File: src/verilog/intc_consts.vh
// Constants of the prioritised interrupt controller: offsets, bits, timing.
// Assumes a single 50 MHz core clock; included by the timer and top design files.
`ifndef INTC_CONSTS_VH
`define INTC_CONSTS_VH
`define CLK_PERIOD_NS 20
`define TICK_SHORT_NS 128000
`define TICK_LONG_PER_SHORT 8
`define WAKE_PERIOD_NS 1000000
`define PERSIST_TICKS 2
`define CALL_CYCLES 10
`define JMP_CYCLES 5
`define NUM_SRC 11
`define VEC_RESET_ADDR 13'h0000
`define VEC_BASE_ADDR 13'h0002
`define IDX_GLOBAL_EN 8'h20
`define IDX_EP_EN 8'h21
`define IDX_P1_EN 8'h22
`define IDX_P1_POL 8'h23
`define IDX_PENDING 8'h24
`define IDX_USB_MODE 8'h25
`define IDX_CAP_CFG 8'h44
`define IDX_PSC 8'hFF
`define PSC_GIE_BIT 2
`define PSC_WDR_BIT 4
`define PSC_SENSE_BIT 7
`define PSC_WDOG_VALUE 8'h51
`define GIE_BUSRST_BIT 0
`define GIE_T128_BIT 1
`define GIE_T1024_BIT 2
`define GIE_SPI_BIT 3
`define GIE_CAPA_BIT 4
`define GIE_CAPB_BIT 5
`define GIE_GPIO_BIT 6
`define GIE_WAKE_BIT 7
`endif

File: src/verilog/gpio_irq.v
// Port one pin interrupt logic: per-pin enable, edge polarity and lockout.
// Assumes pins are synchronous to clock; emits one-cycle event pulses.
`timescale 1ns/1ps
`default_nettype none
module gpio_irq #(
  parameter PINS = 8
) (
  // Clock and reset
  input wire clock,
  input wire rst,
  input wire soft_clear,
  // Configuration
  input wire gpio_enable,
  input wire [PINS-1:0] pin_enable,
  input wire [PINS-1:0] pin_polarity,
  // Pins and event
  input wire [PINS-1:0] port_one_pins,
  output reg gpio_event
);
  reg [PINS-1:0] prev_reg;
  reg [PINS-1:0] lock_reg;
  wire [PINS-1:0] active = ~(port_one_pins ^ pin_polarity);
  wire [PINS-1:0] edge_hit = (port_one_pins ^ prev_reg) & active & pin_enable;
  // Lock holds while the triggering pin stays active and enabled
  wire locked = |(lock_reg & active & pin_enable);

  always @(posedge clock or posedge rst) begin
    if (rst) begin
      prev_reg <= 8'h00;
      lock_reg <= 8'h00;
      gpio_event <= 1'b0;
    end else if (soft_clear) begin
      prev_reg <= port_one_pins;
      lock_reg <= 8'h00;
      gpio_event <= 1'b0;
    end else begin
      prev_reg <= port_one_pins;
      gpio_event <= 1'b0;
      if (!locked && gpio_enable && |edge_hit) begin
        gpio_event <= 1'b1;
        lock_reg <= edge_hit & ~(edge_hit - 8'h01);
      end else if (!locked) begin
        lock_reg <= 8'h00;
      end
    end
  end
endmodule // gpio_irq
`default_nettype wire

File: src/verilog/periodic_timers.v
// Free-running tick timers, wake-up timer and bus-reset / PS/2 persistence.
// Assumes condition inputs are synchronous levels; outputs are event pulses.
`timescale 1ns/1ps
`default_nettype none
`include "intc_consts.vh"
module periodic_timers #(
  parameter SHORT_CYCLES = 6400,
  parameter WAKE_CYCLES = 50000
) (
  // Clock and reset
  input wire clock,
  input wire rst,
  // Controls
  input wire wake_enable,
  input wire persist_condition,
  // Events
  output reg tick_short,
  output reg tick_long,
  output reg wake_event,
  output reg persist_event
);
  reg [15:0] short_cnt_reg;
  reg [2:0] long_cnt_reg;
  reg [19:0] wake_cnt_reg;
  reg [1:0] persist_cnt_reg;
  wire short_wrap = short_cnt_reg == SHORT_CYCLES[15:0] - 16'h0001;

  always @(posedge clock or posedge rst) begin
    if (rst) begin
      short_cnt_reg <= 16'h0000;
      long_cnt_reg <= 3'h0;
      wake_cnt_reg <= 20'h00000;
      persist_cnt_reg <= 2'h0;
      tick_short <= 1'b0;
      tick_long <= 1'b0;
      wake_event <= 1'b0;
      persist_event <= 1'b0;
    end else begin
      short_cnt_reg <= short_wrap ? 16'h0000 : short_cnt_reg + 16'h0001;
      tick_short <= short_wrap;
      tick_long <= short_wrap && long_cnt_reg == `TICK_LONG_PER_SHORT - 1;
      if (short_wrap)
        long_cnt_reg <= long_cnt_reg + 3'h1;
      // Disabled wake-up timer is held cleared, standing in for power-off
      if (!wake_enable) begin
        wake_cnt_reg <= 20'h00000;
        wake_event <= 1'b0;
      end else begin
        wake_event <= wake_cnt_reg == WAKE_CYCLES[19:0] - 20'h00001;
        wake_cnt_reg <= (wake_cnt_reg == WAKE_CYCLES[19:0] - 20'h00001) ? 20'h00000 : wake_cnt_reg + 20'h00001;
      end
      // Counting short ticks gives the 128 to 256 us window
      persist_event <= 1'b0;
      if (!persist_condition) begin
        persist_cnt_reg <= 2'h0;
      end else if (short_wrap && persist_cnt_reg < `PERSIST_TICKS) begin
        persist_cnt_reg <= persist_cnt_reg + 2'h1;
        persist_event <= persist_cnt_reg == `PERSIST_TICKS - 1;
      end
    end
  end
endmodule // periodic_timers
`default_nettype wire

File: src/verilog/intc_top.v
// Prioritised interrupt controller with Avalon-MM register slave.
// Assumes a core that reports instruction completion and stalls while busy.
//
// The Avalon-MM register port was chosen for this implementation.
`timescale 1ns/1ps
`default_nettype none
`include "intc_consts.vh"
module intc_top #(
  parameter SHORT_CYCLES = `TICK_SHORT_NS / `CLK_PERIOD_NS,
  parameter WAKE_CYCLES = `WAKE_PERIOD_NS / `CLK_PERIOD_NS,
  parameter PC_WIDTH = 13
) (
  // Clock and reset
  input wire clock,
  input wire rst,
  input wire wdog_reset,
  // Avalon-MM slave
  input wire [9:0] address,
  input wire read,
  input wire write,
  input wire [3:0] byteenable,
  input wire [31:0] writedata,
  output reg [31:0] readdata,
  output reg waitrequest,
  // Core instruction status
  input wire instr_done,
  input wire enable_interrupts_instr,
  input wire disable_interrupts_instr,
  input wire return_from_interrupt_instr,
  input wire [PC_WIDTH-1:0] pc_value,
  input wire carry_flag,
  input wire zero_flag,
  input wire [PC_WIDTH-1:0] popped_pc,
  input wire popped_carry_flag,
  input wire popped_zero_flag,
  // Acknowledge sequence to core
  output reg ack_busy,
  output reg push_valid,
  output reg [PC_WIDTH-1:0] push_pc,
  output reg push_carry_flag,
  output reg push_zero_flag,
  output reg vector_valid,
  output reg [PC_WIDTH-1:0] vector_addr,
  output reg routine_start,
  output reg restore_valid,
  output reg [PC_WIDTH-1:0] restore_pc,
  output reg restore_carry_flag,
  output reg restore_zero_flag,
  output reg global_enable,
  output reg irq_sense,
  // Source inputs
  input wire bus_reset_level,
  input wire ps2_activity,
  input wire [2:0] ep_event,
  input wire spi_byte_done,
  input wire transfer_complete_bit,
  input wire capture_a_pin,
  input wire capture_b_pin,
  input wire [7:0] port_one_pins
);
  localparam ST_IDLE = 2'd0;
  localparam ST_CLEAR = 2'd1;
  localparam ST_CALL = 2'd2;
  localparam ST_JUMP = 2'd3;

  // Lowest index wins, so vector 1 has top priority
  function [3:0] pick;
    input [`NUM_SRC-1:0] req;
    integer i;
    begin
      pick = 4'hF;
      for (i = `NUM_SRC - 1; i >= 0; i = i - 1)
        if (req[i])
          pick = i[3:0];
    end
  endfunction

  function [PC_WIDTH-1:0] vec_of;
    input [3:0] idx;
    begin
      vec_of = `VEC_BASE_ADDR + {{(PC_WIDTH-5){1'b0}}, idx, 1'b0};
    end
  endfunction

  reg [7:0] gie_reg;
  reg [2:0] ep_en_reg;
  reg [7:0] p1_en_reg;
  reg [7:0] p1_pol_reg;
  reg [7:0] cap_cfg_reg;
  reg usb_mode_reg;
  reg [7:0] psc_reg;
  reg [`NUM_SRC-1:0] pending_reg;
  reg [`NUM_SRC-1:0] pending_next;
  reg [1:0] state_reg;
  reg [3:0] cnt_reg;
  reg [3:0] winner_reg;
  reg cap_a_prev_reg;
  reg cap_b_prev_reg;
  reg [31:0] read_mux;

  wire tick_short;
  wire tick_long;
  wire wake_event;
  wire persist_event;
  wire gpio_event;
  wire soft_rst = wdog_reset;

  wire [7:0] word_idx = address[9:2];
  wire acc_now = !waitrequest && (read || write);
  wire wr_now = acc_now && write && byteenable[0];

  // Capture edges gated by per-edge enables, one request per pin
  wire cap_a_event = (cap_cfg_reg[0] & capture_a_pin & ~cap_a_prev_reg)
                   | (cap_cfg_reg[1] & ~capture_a_pin & cap_a_prev_reg);
  wire cap_b_event = (cap_cfg_reg[2] & capture_b_pin & ~cap_b_prev_reg)
                   | (cap_cfg_reg[3] & ~capture_b_pin & cap_b_prev_reg);

  wire [`NUM_SRC-1:0] set_vec = {
    wake_event, gpio_event, cap_b_event, cap_a_event,
    spi_byte_done & transfer_complete_bit,
    ep_event, tick_long, tick_short, persist_event};

  wire [`NUM_SRC-1:0] en_vec = {
    gie_reg[`GIE_WAKE_BIT], gie_reg[`GIE_GPIO_BIT], gie_reg[`GIE_CAPB_BIT],
    gie_reg[`GIE_CAPA_BIT], gie_reg[`GIE_SPI_BIT], ep_en_reg,
    gie_reg[`GIE_T1024_BIT], gie_reg[`GIE_T128_BIT], gie_reg[`GIE_BUSRST_BIT]};

  wire [`NUM_SRC-1:0] request = pending_reg & en_vec;
  wire take = state_reg == ST_IDLE && instr_done && global_enable && |request;

  gpio_irq #(
    .PINS(8)
  ) u_gpio (
    .clock(clock),
    .rst(rst),
    .soft_clear(soft_rst),
    .gpio_enable(gie_reg[`GIE_GPIO_BIT]),
    .pin_enable(p1_en_reg),
    .pin_polarity(p1_pol_reg),
    .port_one_pins(port_one_pins),
    .gpio_event(gpio_event)
  );

  periodic_timers #(
    .SHORT_CYCLES(SHORT_CYCLES),
    .WAKE_CYCLES(WAKE_CYCLES)
  ) u_timers (
    .clock(clock),
    .rst(rst),
    .wake_enable(gie_reg[`GIE_WAKE_BIT]),
    .persist_condition(usb_mode_reg ? ps2_activity : bus_reset_level),
    .tick_short(tick_short),
    .tick_long(tick_long),
    .wake_event(wake_event),
    .persist_event(persist_event)
  );

  // Set wins over the acknowledge clear in the same cycle
  always @* begin
    pending_next = pending_reg;
    if (state_reg == ST_CLEAR)
      pending_next[winner_reg] = 1'b0;
    pending_next = pending_next | set_vec;
  end

  always @* begin
    read_mux = 32'h0000_0000;
    case (word_idx)
      `IDX_GLOBAL_EN: read_mux[7:0] = gie_reg;
      `IDX_EP_EN: read_mux[2:0] = ep_en_reg;
      `IDX_P1_EN: read_mux[7:0] = p1_en_reg;
      `IDX_P1_POL: read_mux[7:0] = p1_pol_reg;
      `IDX_PENDING: read_mux[`NUM_SRC-1:0] = pending_reg;
      `IDX_USB_MODE: read_mux[0] = usb_mode_reg;
      `IDX_CAP_CFG: read_mux[7:0] = cap_cfg_reg;
      `IDX_PSC: begin
        read_mux[7:0] = psc_reg;
        read_mux[`PSC_SENSE_BIT] = |pending_reg;
        read_mux[`PSC_GIE_BIT] = global_enable;
      end
      default: read_mux = 32'h0000_0000;
    endcase
  end

  // Bus slave: one wait cycle, answer registered, write lands on the answer edge
  always @(posedge clock or posedge rst) begin
    if (rst) begin
      waitrequest <= 1'b1;
      readdata <= 32'h0000_0000;
    end else begin
      if (acc_now) begin
        waitrequest <= 1'b1;
      end else if (read || write) begin
        waitrequest <= 1'b0;
        readdata <= read ? read_mux : 32'h0000_0000;
      end
    end
  end

  // Software-visible registers
  always @(posedge clock or posedge rst) begin
    if (rst) begin
      gie_reg <= 8'h00;
      ep_en_reg <= 3'h0;
      p1_en_reg <= 8'h00;
      p1_pol_reg <= 8'h00;
      cap_cfg_reg <= 8'h00;
      usb_mode_reg <= 1'b0;
      psc_reg <= 8'h00;
    end else if (soft_rst) begin
      gie_reg <= 8'h00;
      ep_en_reg <= 3'h0;
      p1_en_reg <= 8'h00;
      p1_pol_reg <= 8'h00;
      cap_cfg_reg <= 8'h00;
      usb_mode_reg <= 1'b0;
      psc_reg <= `PSC_WDOG_VALUE;
    end else if (wr_now) begin
      case (word_idx)
        `IDX_GLOBAL_EN: gie_reg <= writedata[7:0];
        `IDX_EP_EN: ep_en_reg <= writedata[2:0];
        `IDX_P1_EN: p1_en_reg <= writedata[7:0];
        `IDX_P1_POL: p1_pol_reg <= writedata[7:0];
        `IDX_CAP_CFG: cap_cfg_reg <= writedata[7:0];
        `IDX_USB_MODE: usb_mode_reg <= writedata[0];
        `IDX_PSC: psc_reg <= writedata[7:0] & 8'h7B;
        default: psc_reg <= psc_reg;
      endcase
    end
  end

  always @(posedge clock or posedge rst) begin
    if (rst) begin
      cap_a_prev_reg <= 1'b0;
      cap_b_prev_reg <= 1'b0;
      pending_reg <= 11'h000;
      irq_sense <= 1'b0;
    end else if (soft_rst) begin
      cap_a_prev_reg <= capture_a_pin;
      cap_b_prev_reg <= capture_b_pin;
      pending_reg <= 11'h000;
      irq_sense <= 1'b0;
    end else begin
      cap_a_prev_reg <= capture_a_pin;
      cap_b_prev_reg <= capture_b_pin;
      pending_reg <= pending_next;
      irq_sense <= |pending_next;
    end
  end

  // Acknowledge sequence and global enable
  always @(posedge clock or posedge rst) begin
    if (rst) begin
      state_reg <= ST_IDLE;
      cnt_reg <= 4'h0;
      winner_reg <= 4'h0;
      global_enable <= 1'b0;
      ack_busy <= 1'b0;
      push_valid <= 1'b0;
      push_pc <= {PC_WIDTH{1'b0}};
      push_carry_flag <= 1'b0;
      push_zero_flag <= 1'b0;
      vector_valid <= 1'b0;
      vector_addr <= `VEC_RESET_ADDR;
      routine_start <= 1'b0;
      restore_valid <= 1'b0;
      restore_pc <= {PC_WIDTH{1'b0}};
      restore_carry_flag <= 1'b0;
      restore_zero_flag <= 1'b0;
    end else if (soft_rst) begin
      state_reg <= ST_IDLE;
      cnt_reg <= 4'h0;
      global_enable <= 1'b0;
      ack_busy <= 1'b0;
      push_valid <= 1'b0;
      vector_valid <= 1'b0;
      vector_addr <= `VEC_RESET_ADDR;
      routine_start <= 1'b0;
      restore_valid <= 1'b0;
    end else begin
      push_valid <= 1'b0;
      vector_valid <= 1'b0;
      routine_start <= 1'b0;
      restore_valid <= 1'b0;
      case (state_reg)
        ST_IDLE: begin
          if (take) begin
            global_enable <= 1'b0;
            winner_reg <= pick(request);
            state_reg <= ST_CLEAR;
            cnt_reg <= 4'h1;
            ack_busy <= 1'b1;
          end else if (return_from_interrupt_instr) begin
            global_enable <= 1'b1;
            restore_valid <= 1'b1;
            restore_pc <= popped_pc;
            restore_carry_flag <= popped_carry_flag;
            restore_zero_flag <= popped_zero_flag;
          end else if (enable_interrupts_instr) begin
            global_enable <= 1'b1;
          end else if (disable_interrupts_instr) begin
            global_enable <= 1'b0;
          end
        end
        ST_CLEAR: begin
          // Accumulator is left to the service routine
          push_valid <= 1'b1;
          push_pc <= pc_value;
          push_carry_flag <= carry_flag;
          push_zero_flag <= zero_flag;
          state_reg <= ST_CALL;
          cnt_reg <= cnt_reg + 4'h1;
        end
        ST_CALL: begin
          cnt_reg <= cnt_reg + 4'h1;
          if (cnt_reg == `CALL_CYCLES - 1) begin
            vector_valid <= 1'b1;
            vector_addr <= vec_of(winner_reg);
            state_reg <= ST_JUMP;
            cnt_reg <= 4'h1;
          end
        end
        ST_JUMP: begin
          cnt_reg <= cnt_reg + 4'h1;
          if (cnt_reg == `JMP_CYCLES) begin
            routine_start <= 1'b1;
            ack_busy <= 1'b0;
            state_reg <= ST_IDLE;
            cnt_reg <= 4'h0;
          end
        end
        default: begin
          state_reg <= ST_IDLE;
          ack_busy <= 1'b0;
        end
      endcase
    end
  end
endmodule // intc_top
`default_nettype wire

File: config.mk
export PLATFORM = sky130hd
export DESIGN_NAME = intc_top
export DESIGN_NICKNAME = d
export VERILOG_FILES = /design/src/verilog/gpio_irq.v /design/src/verilog/periodic_timers.v /design/src/verilog/intc_top.v
export VERILOG_INCLUDE_DIRS = /design/src /design/src/verilog
export SDC_FILE = /design/constraint.sdc
export NUM_CORES = 1
export LEC_CHECK = 0
export BUFFER_PORTS_ARGS = -buffer_cell sky130_fd_sc_hd__buf_2
export CAP_MARGIN = 10
export CORE_UTILIZATION = 30
export CTS_BUF_LIST = sky130_fd_sc_hd__clkbuf_16
export CTS_CLUSTER_SIZE = 20
export DETAILED_ROUTE_END_ITERATION = 8
export PLACE_DENSITY_LB_ADDON = 0.05
export SLEW_MARGIN = 40
export SYNTH_ARGS = -nofsm -noshare
export SYNTH_HDL_FRONTEND = slang
export SYNTH_SLANG_ARGS = --single-unit
File: constraint.sdc
create_clock -name clock -period 7.25 [get_ports clock]
set_input_delay 1.45 -clock clock [delete_from_list [all_inputs] [get_ports clock]]
set_output_delay 1.45 -clock clock [all_outputs]
set_load 0.005 [all_outputs]
# Yosys cells after proc, flatten, opt, wreduce, memory -nomap -nowiden
# Cells that the tools add are included.
[word_totals]
ff_bits = 211
in_bits = 102
output_inout_bits = 83
elab_cells = 245
[op_classes]
addsub = 7
magnitude_cmp = 3
n_eq_ne = 22
muxes = 93
bitwise_logic = 31
n_reduce_logical = 49
[op_table]
columns = ["op", "count"]
rows = [
  ["two-way mux 8 bit", 15],
  ["two-way mux 4 bit", 14],
  ["equality test 8 x 6 -> 1 bit, second input constant", 6],
  ["bitwise AND 8 bit", 5],
  ["two-way mux 20 bit", 2],
  ["two-way mux 13 bit", 3],
  ["two-way mux 1 bit", 34],
  ["two-way mux 11 bit", 3],
  ["OR reduction 11 bit", 3],
  ["case mux 5 bit (6 select lines)", 1],
  ["nonzero test 2 bit", 12],
  ["bitwise AND 11 bit", 2],
  ["AND reduction 2 bit", 11],
  ["two-way mux 7 bit", 3],
  ["adder 20 x 1 -> 20 bit, second input constant", 1],
  ["equality test 20 x 16 -> 1 bit, second input constant", 1],
  ["adder 16 x 1 -> 16 bit, second input constant", 1],
  ["equality test 16 x 13 -> 1 bit, second input constant", 1],
  ["two-way mux 16 bit", 1],
  ["NOT 8 bit", 2],
  ["case mux 4 bit (4 select lines)", 1],
  ["OR reduction 8 bit", 2],
  ["XOR 8 bit", 2],
  ["two-way mux 3 bit", 5],
  ["36 further kinds", 74],
]

# Depth between registers and ports, before layout
# Gate-level depths: netlist (run 1).
[depth]
ltp_word = 12
mapped_depth = 9
mapped_depth_nobuf = 7

# By module
# From an unflattened synthesis (run 1), not the netlist that was laid out.
[unflattened]
cells_unflattened = 850
hier_area_um2 = 9096.2
[by_module_without_submodules]
columns = ["mod", "instances", "cells_each", "area_each_um2", "seq_area_each_um2"]
rows = [
  ["intc_top", 1, 550, 5962.0, 2979.1],
  ["periodic_timers", 1, 202, 2112.0, 1126.1],
  ["gpio_irq", 1, 98, 1022.2, 425.4],
]

# Least setup slack after synthesis (run 1)
# Ideal clock, no wire load.
[synth_timing]
path_kind = "input to register"
from = "in address[5]"
to = "reg p1_en_reg[2]"
setup_time_ps = 132
arrival_time_ps = 2803
required_time_ps = 7118
path_slack_ps = 4315
cell_stages = 6
n_path_buf = 1
path_cell_list = "or3_1 nor4_2 nand3b_1 clkbuf_1 mux2i_1 nor2_1"
[synth_between]
elab_chain_len = 3
[synth_lines]
columns = ["item", "line", "rtl"]
rows = [
  ["start, declared", "intc_top.v:18", "input wire [9:0] address,"],
  ["equality test 8 x 6 -> 1 bit", "intc_top.v:219", "case (word_idx)"],
  ["nonzero test 2 bit (no line)", "n/a", ""],
  ["AND reduction 2 bit (no line)", "n/a", ""],
  ["end signal, assigned", "intc_top.v:222", "`IDX_P1_EN: p1_en_reg <= writedata[7:0];"],
  ["end, declared", "intc_top.v:87", "reg [7:0] p1_en_reg;"],
]
# Every way passes these cells.
# A chain may end at the register's enable or synchronous reset.

# Worst setup path in the final report (run 1)
[layout_timing]
from = "in address[2]"
to = "reg readdata[1]"
[layout_between]
elab_chain_len = 3
word_cells_on_any_way = 9
classes_between = "7 x eq/ne; 2 x mux"
[layout_lines]
columns = ["item", "line", "rtl"]
rows = [
  ["equality test 8 bit, or another cell as far along", "intc_top.v:168", "case (word_idx)"],
  ["case mux 2 bit (7 select lines) *", "intc_top.v:168", ""],
  ["two-way mux 11 bit *", "intc_top.v:195", "readdata <= read ? read_mux : 32'h0000_0000;"],
  ["end signal, assigned", "intc_top.v:195", ""],
  ["end, declared", "intc_top.v:23", "output reg [31:0] readdata,"],
]
# Every way passes the cells marked *; elsewhere a longest branch is shown, timed or not.

==> results of run 1 <==
-- layout by cell type (no fill, tap or decap), types with 27 or more instances in the layout --
cell type  instances
nand3_1           51
dfrtp_1          180
mux2_2            35
buf_2            126
nor2_1            87
nand2_1           78
conb_1            29
xor2_1            27
a21oi_1           42
mux2i_1           33
-- cells by family after synthesis --
group,share of synthesized area
AO/OA/AOI/OAI,0.101
AND/OR/NAND/NOR,0.195
buffers and inverters,0.0483
XOR/XNOR,0.0403
other,0.000421
flip-flops,0.509
adder cells (fa/ha/maj),0.0225
multiplexers,0.0839
-- power groups by stage --
stage | combinational [µW] | clock (µW) | sequential, µW
after detailed placement | 323 | 0 | 1150
final | 315 | 998 | 1130
after global placement | 321 | 0 | 1150
after floorplan | 174 | 0 | 1150
after CTS | 323 | 1040 | 1130
after global routing | 348 | 1070 | 1140
-- cell usage after synthesis (all sizes together), types with 3 or more instances --
library cell / instances
dfrtp: 180
nand2b: 8
nor3: 10
clkbuf: 23
xor2: 27
a211oi: 6
ha: 16
a22oi: 15
and2: 9
and4: 4
nand4bb: 4
xnor2: 14
o22ai: 5
buf: 38
nor2: 87
nand3b: 4
nand4: 13
o32ai: 4
a22o: 12
or3: 4
and3b: 4
nand2: 79
a21o: 3
a21oi: 42
o311ai: 3
or4: 3
nor4b: 3
mux2i: 33
inv: 18
nand3: 52
nor3b: 3
mux2: 35
nand4b: 13
nor2b: 8
nor4: 11
and3: 7
o21ai: 14
a222oi: 6
a221oi: 4
-- metrics by stage --
step	util	setup slack [ns]	hold slack (ns)	area, µm²
global placement	0.340	3.46	0.458	9830
CTS	0.362	3.89	0.472	10500
detailed placement	0.340	3.44	0.457	9840
finish	0.362	3.81	0.469	10500
floorplan	-	0.886	0.441	9010
global route	0.362	3.61	0.482	10500
-- how the worst max path moves through the flow --
stage / start / endpoint / slack, ns / depth (start not counted)
floorplan: rst / ack_busy / 0.89 / 1
global placement: address[2] / readdata[0] / 3.46 / 6
detailed placement: address[2] / readdata[1] / 3.44 / 6
CTS: address[2] / readdata[1] / 3.89 / 6
global route: address[2] / readdata[1] / 3.61 / 6
finish: address[2] / readdata[1] / 3.81 / 6
-- critical path: cells and delay by family --
family	cells	cell delay (ns)
AOI/OAI and AO/OA	2	0.67
buffers and inverters	1	0.25
and+or+nand+nor	3	1.41
-- layer usage --
layer,GRT usage,share of wire,vias to the layer above
met2,0.268,0.47,106
li1,-,-,3239
met4,0.0362,0.0098,4
met1,0.235,0.49,3308
met3,0.0300,0.027,16
met5,0,0.00089,-
-- final cells by class --
class | instances | area [µm²]
fill | 2947 | 18500
sequential | 181 | 4530
multi-input combinational | 617 | 4060
timing repair buffer | 133 | 687
tap | 384 | 480
clock buffer | 17 | 425
clock inverter | 14 | 199
inverter | 19 | 83.8
==> run metrics, run 1 <==
Setup Skew=0.0135 ns; Reg power frac=0.462; Routed WL per cell=18.1 µm; peak supply drop=0.128 mV; Hold Path Stages=1; Ports=185; Non-Filler Instances=1365; pin count of the biggest net entering global routing=around 130; DP Wirelength=17.7 mm; switching share of power=0.258; Critical Path, Cell by Cell=buf_2 -> and2_1 -> nand3_1 -> nor2_1 -> o311ai_0 -> o21ai_0; Synth cell types=74; Crit Path Max Fanout=17; CP Capture Type=flop; Yosys reg bits=181; status=completed; Overflow after GRT=0; post_cts resized=0; slew of the pin with the lowest slew margin=0.769 ns; Final period util=0.474; Seq/Total Area, Yosys=0.509; Pleak=0.00473 µW; reg2reg setup slack=4.85 ns; Logic pwr share=0.129; CTS Hold Bufs=0; I/O Buffers=126; Setup CP Type=input port to flop; Hold Startpoint=u_timers.short_cnt_reg[6]; RSZ-0062 raised after global routing=no; Pwr Total=2440 µW; Clock Power Share=0.409; Post-CTS Setup Inserts=0; DR iter-0 viols=461; number of enable flip-flop cells after synthesis=0; initial antenna violation count=3; # clock sinks=181; Clk pin slew, worst setup/hold paths=0.07 ns; startpoint types=input port; f_max=0.291 GHz; CP required=7.59 ns; Cells after Synth=850; # DRC=0; WHS Endpoint=u_timers.short_cnt_reg[6]; Yosys top cell area share=0.506; worst min path class=flop to flop; Die W=174 µm; Arr. time, crit path=3.78 ns; FF-to-FF path depth=6; async set-reset flop share out of synthesis=1.00; cts bufs inserted=17; FF-to-FF Start=state_reg[1]; Netlist Area Pre-Place=between 0.008 and 0.009 mm²; full die area=roughly 0.030 mm²; Nets=1087; WL final=24.7 mm; total track usage=0.167; Worst path slowest cell=and2_1; TritonCTS clock tree=done; Core ar.=0.0289 mm²; Main synth FF type=dfrtp_1; layout cells sized above 1=0.218; Int Power=1810 µW; max-cap violations=0; gpl congestion=0.745; routed via count=6673; final setup fails=0; Yosys top cell by area=dfrtp_1; max reg flops=20; clk buf depth=2; TNS Setup=0 ns; Net Switching=630 µW; Power Density=233 mW/mm²; Antenna diodes=0; Via density=4.89; Root Driver=clkbuf_16; First-pass DRT Iterations=5; Period minus WS final=around 3.4 ns; YS warnings=0; ANT nets after route=0; Synth Area per Inst=10.5 µm²; vias in the first global route=around 6600; Die Ht=about 170 µm; CTS H-tree lvls=4; row cnt=62; worst reg2reg path endpoint=cnt_reg[3]; clk_lat worst skew=~0.43 ns; first-pass GRT wire length=39.4 mm; placed cell count=1334; Final Hold Viols=0; largest cells by area after synthesis=dfrtp_1 (51%), mux2_2 (4.4%), mux2i_1 (3.7%); CP peak stage delay=roughly 0.62 ns; max_slew headroom=0.488; Starting Density=0.308; final slew viol count=0; area delta synth->final=17.6%
No activity file was read; power rests on OpenSTA's default activity.
==> run 2, diff against run 1 <==
--- a/config.mk
+++ b/config.mk
@@ -6,6 +6,7 @@
 export SDC_FILE = /design/constraint.sdc
 export NUM_CORES = 1
 export LEC_CHECK = 0
+export ABC_AREA = 1
 export BUFFER_PORTS_ARGS = -buffer_cell sky130_fd_sc_hd__buf_2
 export CAP_MARGIN = 10
 export CORE_UTILIZATION = 30
==> constraint.sdc (replaced) <==
create_clock -name clock -period 3 [get_ports clock]
set_input_delay 0.6 -clock clock [delete_from_list [all_inputs] [get_ports clock]]
set_output_delay 0.6 -clock clock [all_outputs]
set_load 0.005 [all_outputs]
==> run metrics, run 2 <==
DR iter-0 viols=about 410; total track usage=0.169; RSZ-0062 raised after global routing=no; number of enable flip-flop cells after synthesis=0; pin count of the biggest net entering global routing=90; Setup Skew=0.0112 ns; # clock sinks=181; FF-to-FF Start=state_reg[1]; setup ws final=0.690 ns; Crit Path Max Fanout=17; first-pass GRT wire length=40.9 mm; Setup CP Type=flop to flop; Antenna diodes=0; post_cts resized=0; Die Ht=178 µm; Yosys top cell area share=0.486; layout cells sized above 1=0.155; met2 GRT Util=0.266; met3 Use GR=0.0315; reg2reg setup slack=0.69 ns; row cnt=63; I/O Buffers=126; Nets=1418; Netlist Area Pre-Place=0.00926 mm²; initial antenna violation count=0; commonest non-fill, non-tap cell in the layout=nand2_1; Seq/Total Area, Yosys=0.489; First-pass DRT Iterations=5; met1 Use GR=0.239; area delta synth->final=16.5%; routed via count=about 7600; full die area=0.0316 mm²; slew of the pin with the lowest slew margin=about 0.71 ns; pre-CTS setup slack=0.652 ns; cts bufs inserted=17; Die W=178 µm; vias in the first global route=7366; gpl congestion=0.803; Via density=4.48; Commonest cells post-synth=nand2_1 (396), dfrtp_1 (180), inv_1 (116); most frequent cells in the layout=nand2_1 (396), dfrtp_1 (180), buf_2 (126); worst reg2reg path endpoint=push_pc[11]; Power Density=599 mW/mm²; Worst Setup SP=state_reg[1]; Overflow after GRT=0; most common cell in the netlist=nand2_1; clk_lat worst skew=0.43 ns; worst min path class=input port to asynchronous set/reset pin; Period minus WS final=around 2.3 ns; largest cells by area after synthesis=dfrtp_1 (49%), nand2_1 (16%), inv_1 (4.7%); CTS Hold Bufs=0; Cells after Synth=approximately 1200; Arr. time, crit path=2.63 ns; busiest grt layer=met2; FF-to-FF path depth=7; TritonCTS clock tree=done; CTS H-tree lvls=4; CP Capture Type=flop; YS warnings=0; Ports=185; peak supply drop=about 0.37 mV; DP Wirelength=18.6 mm; clk buf depth=2; Final period util=0.770; Post-CTS Setup Inserts=0; max reg flops=20; async set-reset flop share out of synthesis=1.00; Yosys top cell by area=dfrtp_1; Pleak=~0.0056 µW; Core ar.=0.0300 mm²; # DRC=0; status=completed; startpoint types=flop; Worst setup endpoint=push_pc[11]; ANT nets after route=0; Clk pin slew, worst setup/hold paths=roughly 0.070 ns; Root Driver=clkbuf_16; WL final=roughly 25 mm; max_slew headroom=0.528; TNS Setup=0 ns; Main synth FF type=dfrtp_1; Starting Density=0.308; final slew viol count=0; Synth cell types=55; max-cap violations=0; f_max=around 0.43 GHz; final setup fails=0; Routed WL per cell=~15 µm; Final Hold Viols=0; post-route cell area=0.0108 mm²; Synth Area per Inst=7.92 µm²; Yosys reg bits=about 180; CP required=3.32 ns; Placed Instance Area=0.0102 mm²
## run 2: changes by cell type after synthesis, moves of 12 or more
cell and change:
a21oi_1 -20, a22o_1 -12, a22oi_1 -15, clkbuf_1 -15, inv_1 +98, mux2_2 -35, mux2i_1 -32, nand2_1 +318
nand3_1 +21, nand4b_1 -13, nor2_1 +20, nor3_1 +15, o21ai_0 +54
## run 2: how the worst min path moves through the flow
| stage | to | cells past startpoint |
|---|---|---|
| CTS | u_timers.wake_cnt_reg[8] | 2 |
| finish | u_timers.wake_cnt_reg[9] | 2 |
| detailed placement | push_pc[3] | 2 |
| global route | u_timers.wake_cnt_reg[9] | 2 |
| floorplan | u_timers.short_cnt_reg[0] | 1 |
| global placement | push_pc[0] | 2 |
## run 2: logic make-up after synthesis
family,synth area share
simple gates,0.301
other cells,0.000405
xor+xnor,0.0208
fa+ha+maj,0.0216
buf+inv,0.0847
compound gates,0.0810
mux,0.00108
flops,0.489
## run 2: stage by stage
step	total power, µW	hold slack [ns]	std cells	utilization
floorplan	3820	0.433	1198	-
global placement	4360	0.453	1671	0.341
detailed placement	4370	0.454	1671	0.341
CTS	6590	0.145	1702	0.359
global route	6930	0.159	1702	0.359
finish	6470	0.157	1702	0.359
## run 2: final cells by class
| class | instances | area (µm²) |
|---|---|---|
| clock inverters | 14 | 130 |
| clock buffers | 17 | 425 |
| repair buffers | 132 | 701 |
| multi-input cells | 847 | 4050 |
| well taps | 390 | 488 |
| inverters | 121 | 465 |
| flip-flops and latches | 181 | 4530 |
| fillers | 3244 | 19200 |
## run 2: critical path, stage by stage (launching register included)
cell and delay (ns):
dfrtp_1 0.41, inv_1 0.11, ha_1 0.30, inv_1 0.15
nor2_2 0.56, inv_1 0.46, nand2_1 0.15, nand2_1 0.06
## run 2: where the power goes
part | leakage [µW] | switching [µW] | total [µW] | internal (µW)
clock | 0.000259 | 1030 | 2180 | 1150
combinational | 0.00297 | 804 | 1290 | 484
sequential | 0.00238 | 242 | 3000 | 2760
## run 2: metal layers
| metal | wire length [µm] | share of wire |
|---|---|---|
| met5 | 0 | 0 |
| met1 | 12600 | 0.50 |
| met3 | 793 | 0.031 |
| met4 | 165 | 0.0065 |
| met2 | 11800 | 0.47 |
==> run 3, diff against run 2 <==
==> constraint.sdc (replaced) <==
create_clock -name clock -period 2.42 [get_ports clock]
set_input_delay 0.484 -clock clock [delete_from_list [all_inputs] [get_ports clock]]
set_output_delay 0.484 -clock clock [all_outputs]
set_load 0.005 [all_outputs]
==> run metrics, run 3 (synthesized netlist as in run 2, its figures left out) <==
Overflow after GRT=0; routed wl met2=11.5 mm; most frequent cells in the layout=nand2_1 (396), dfrtp_1 (180), buf_2 (126); clk_lat worst skew=0.43 ns; cts bufs inserted=17; final setup fails=0; post-route cell area=between 0.01 and 0.015 mm²; Crit Path Max Fanout=17; Post-CTS Setup Inserts=0; Worst Setup SP=state_reg[1]; post_cts resized=0; layout cells sized above 1=0.161; met3 WL post-DR=861 µm; Die W=178 µm; Placed Instance Area=0.0103 mm²; total track usage=0.168; area delta synth->final=18.0%; CTS Hold Bufs=0; commonest non-fill, non-tap cell in the layout=nand2_1; peak supply drop=0.443 mV; full die area=0.0316 mm²; final slew viol count=0; max-cap violations=0; max_slew headroom=0.509; fill count=3201; clk buf depth=2; Setup CP Type=flop to flop; Nets=1427; # DRC=0; RSZ-0062 raised after global routing=no; Routed WL per cell=14.6 µm; status=completed; max reg flops=20; First-pass DRT Iterations=5; FF-to-FF Start=state_reg[1]; CTS H-tree lvls=4; I/O Buffers=between 100 and 150; Pwr Total=8180 µW; DP Wirelength=approximately 19 mm; Setup Skew=0.00869 ns; vias in the first global route=7300; ANT nets after route=0; routed via count=7605; Via density=4.44; Die Ht=roughly 180 µm; post-layout util=0.364; worst min path class=input port to asynchronous set/reset pin; Power Density=749 mW/mm²; DR top layer=met4; met1 wire length=approximately 12 mm; initial antenna violation count=2; startpoint types=flop; row cnt=63; Core ar.=0.0300 mm²; # clock sinks=approximately 180; TritonCTS clock tree=done; CP Capture Type=flop; Starting Density=0.308; WL final=25.0 mm; pin count of the biggest net entering global routing=36; gpl congestion=0.819; Pleak=about 0.0057 µW; Period minus WS final=2.12 ns; Clk pin slew, worst setup/hold paths=0.07 ns; Ports=185; f_max=0.472 GHz; DR iter-0 viols=409; CP required=~2.7 ns; Root Driver=clkbuf_16; Final period util=0.876; slew of the pin with the lowest slew margin=~0.74 ns; Arr. time, crit path=2.44 ns; Final Hold Viols=0; WHS=0.160 ns; first-pass GRT wire length=40.4 mm
## run 3: changes by cell type in the layout (fill, tap and decap cells not counted), sizes merged
| cell | before | now |
|---|---|---|
| inv | 124 | 126 |
| bufinv | 1 | 2 |
| diode | 0 | 2 |
| clkinvlp | 6 | 3 |
| buf | 132 | 141 |
| clkinv | 4 | 5 |
## run 3: path summary, 6_finish.rpt
path / endpoint / slack (ns) / cells past startpoint
setup / recovery: push_pc[11] / 0.30 / 7
hold / removal: u_timers.wake_cnt_reg[14] / 0.16 / 2
setup reg to reg: push_pc[11] / 0.30 / 7
hold reg to reg: push_pc[8] / 0.47 / 2
max in group asynchronous: waitrequest / 1.61 / 3
min in group clock: cap_b_prev_reg / 0.18 / 1
## run 3: routing by layer
metal,up-vias,track usage
met4,0,0.0413
met2,134,0.262
met1,3514,0.239
met5,-,0
met3,9,0.0287
li1,3948,-
## run 3: per-stage QoR
| stage | std cells | setup WS (ns) | TNS (ns) |
|---|---|---|---|
| after floorplan | 1198 | -0.386 | -69.44 |
| after global placement | 1680 | 0.255 | 0 |
| after detailed placement | 1680 | 0.226 | 0 |
| after CTS | 1712 | 0.227 | 0 |
| after global routing | 1712 | 0.00520 | 0 |
| final | 1714 | 0.300 | 0 |
## run 3: critical path, cell delays in order (launching register included)
cell and delay (ns):
dfrtp_1 0.42, inv_1 0.12, ha_1 0.17, inv_1 0.08
nor2_2 0.57, inv_1 0.46, nand2_1 0.15, nand2_1 0.06
## run 3: cell type report
cell class | count | area, µm² | share of cell area
flip-flops and latches | 181 | 4530 | 0.415
multi-input cells | 847 | 4050 | 0.371
repair buffers | 141 | 793 | 0.0726
well taps | 390 | 488 | 0.0447
inverters | 121 | 465 | 0.0426
clock buffers | 17 | 425 | 0.0389
clock inverters | 15 | 166 | 0.0152
diodes | 2 | 5.00 | 0.000458
## run 3: power by group
group | switching, µW | internal (µW)
Combinational | 985 | 619
Sequential | 304 | 3420
Clock | 1310 | 1550
Total | 2600 | 5590
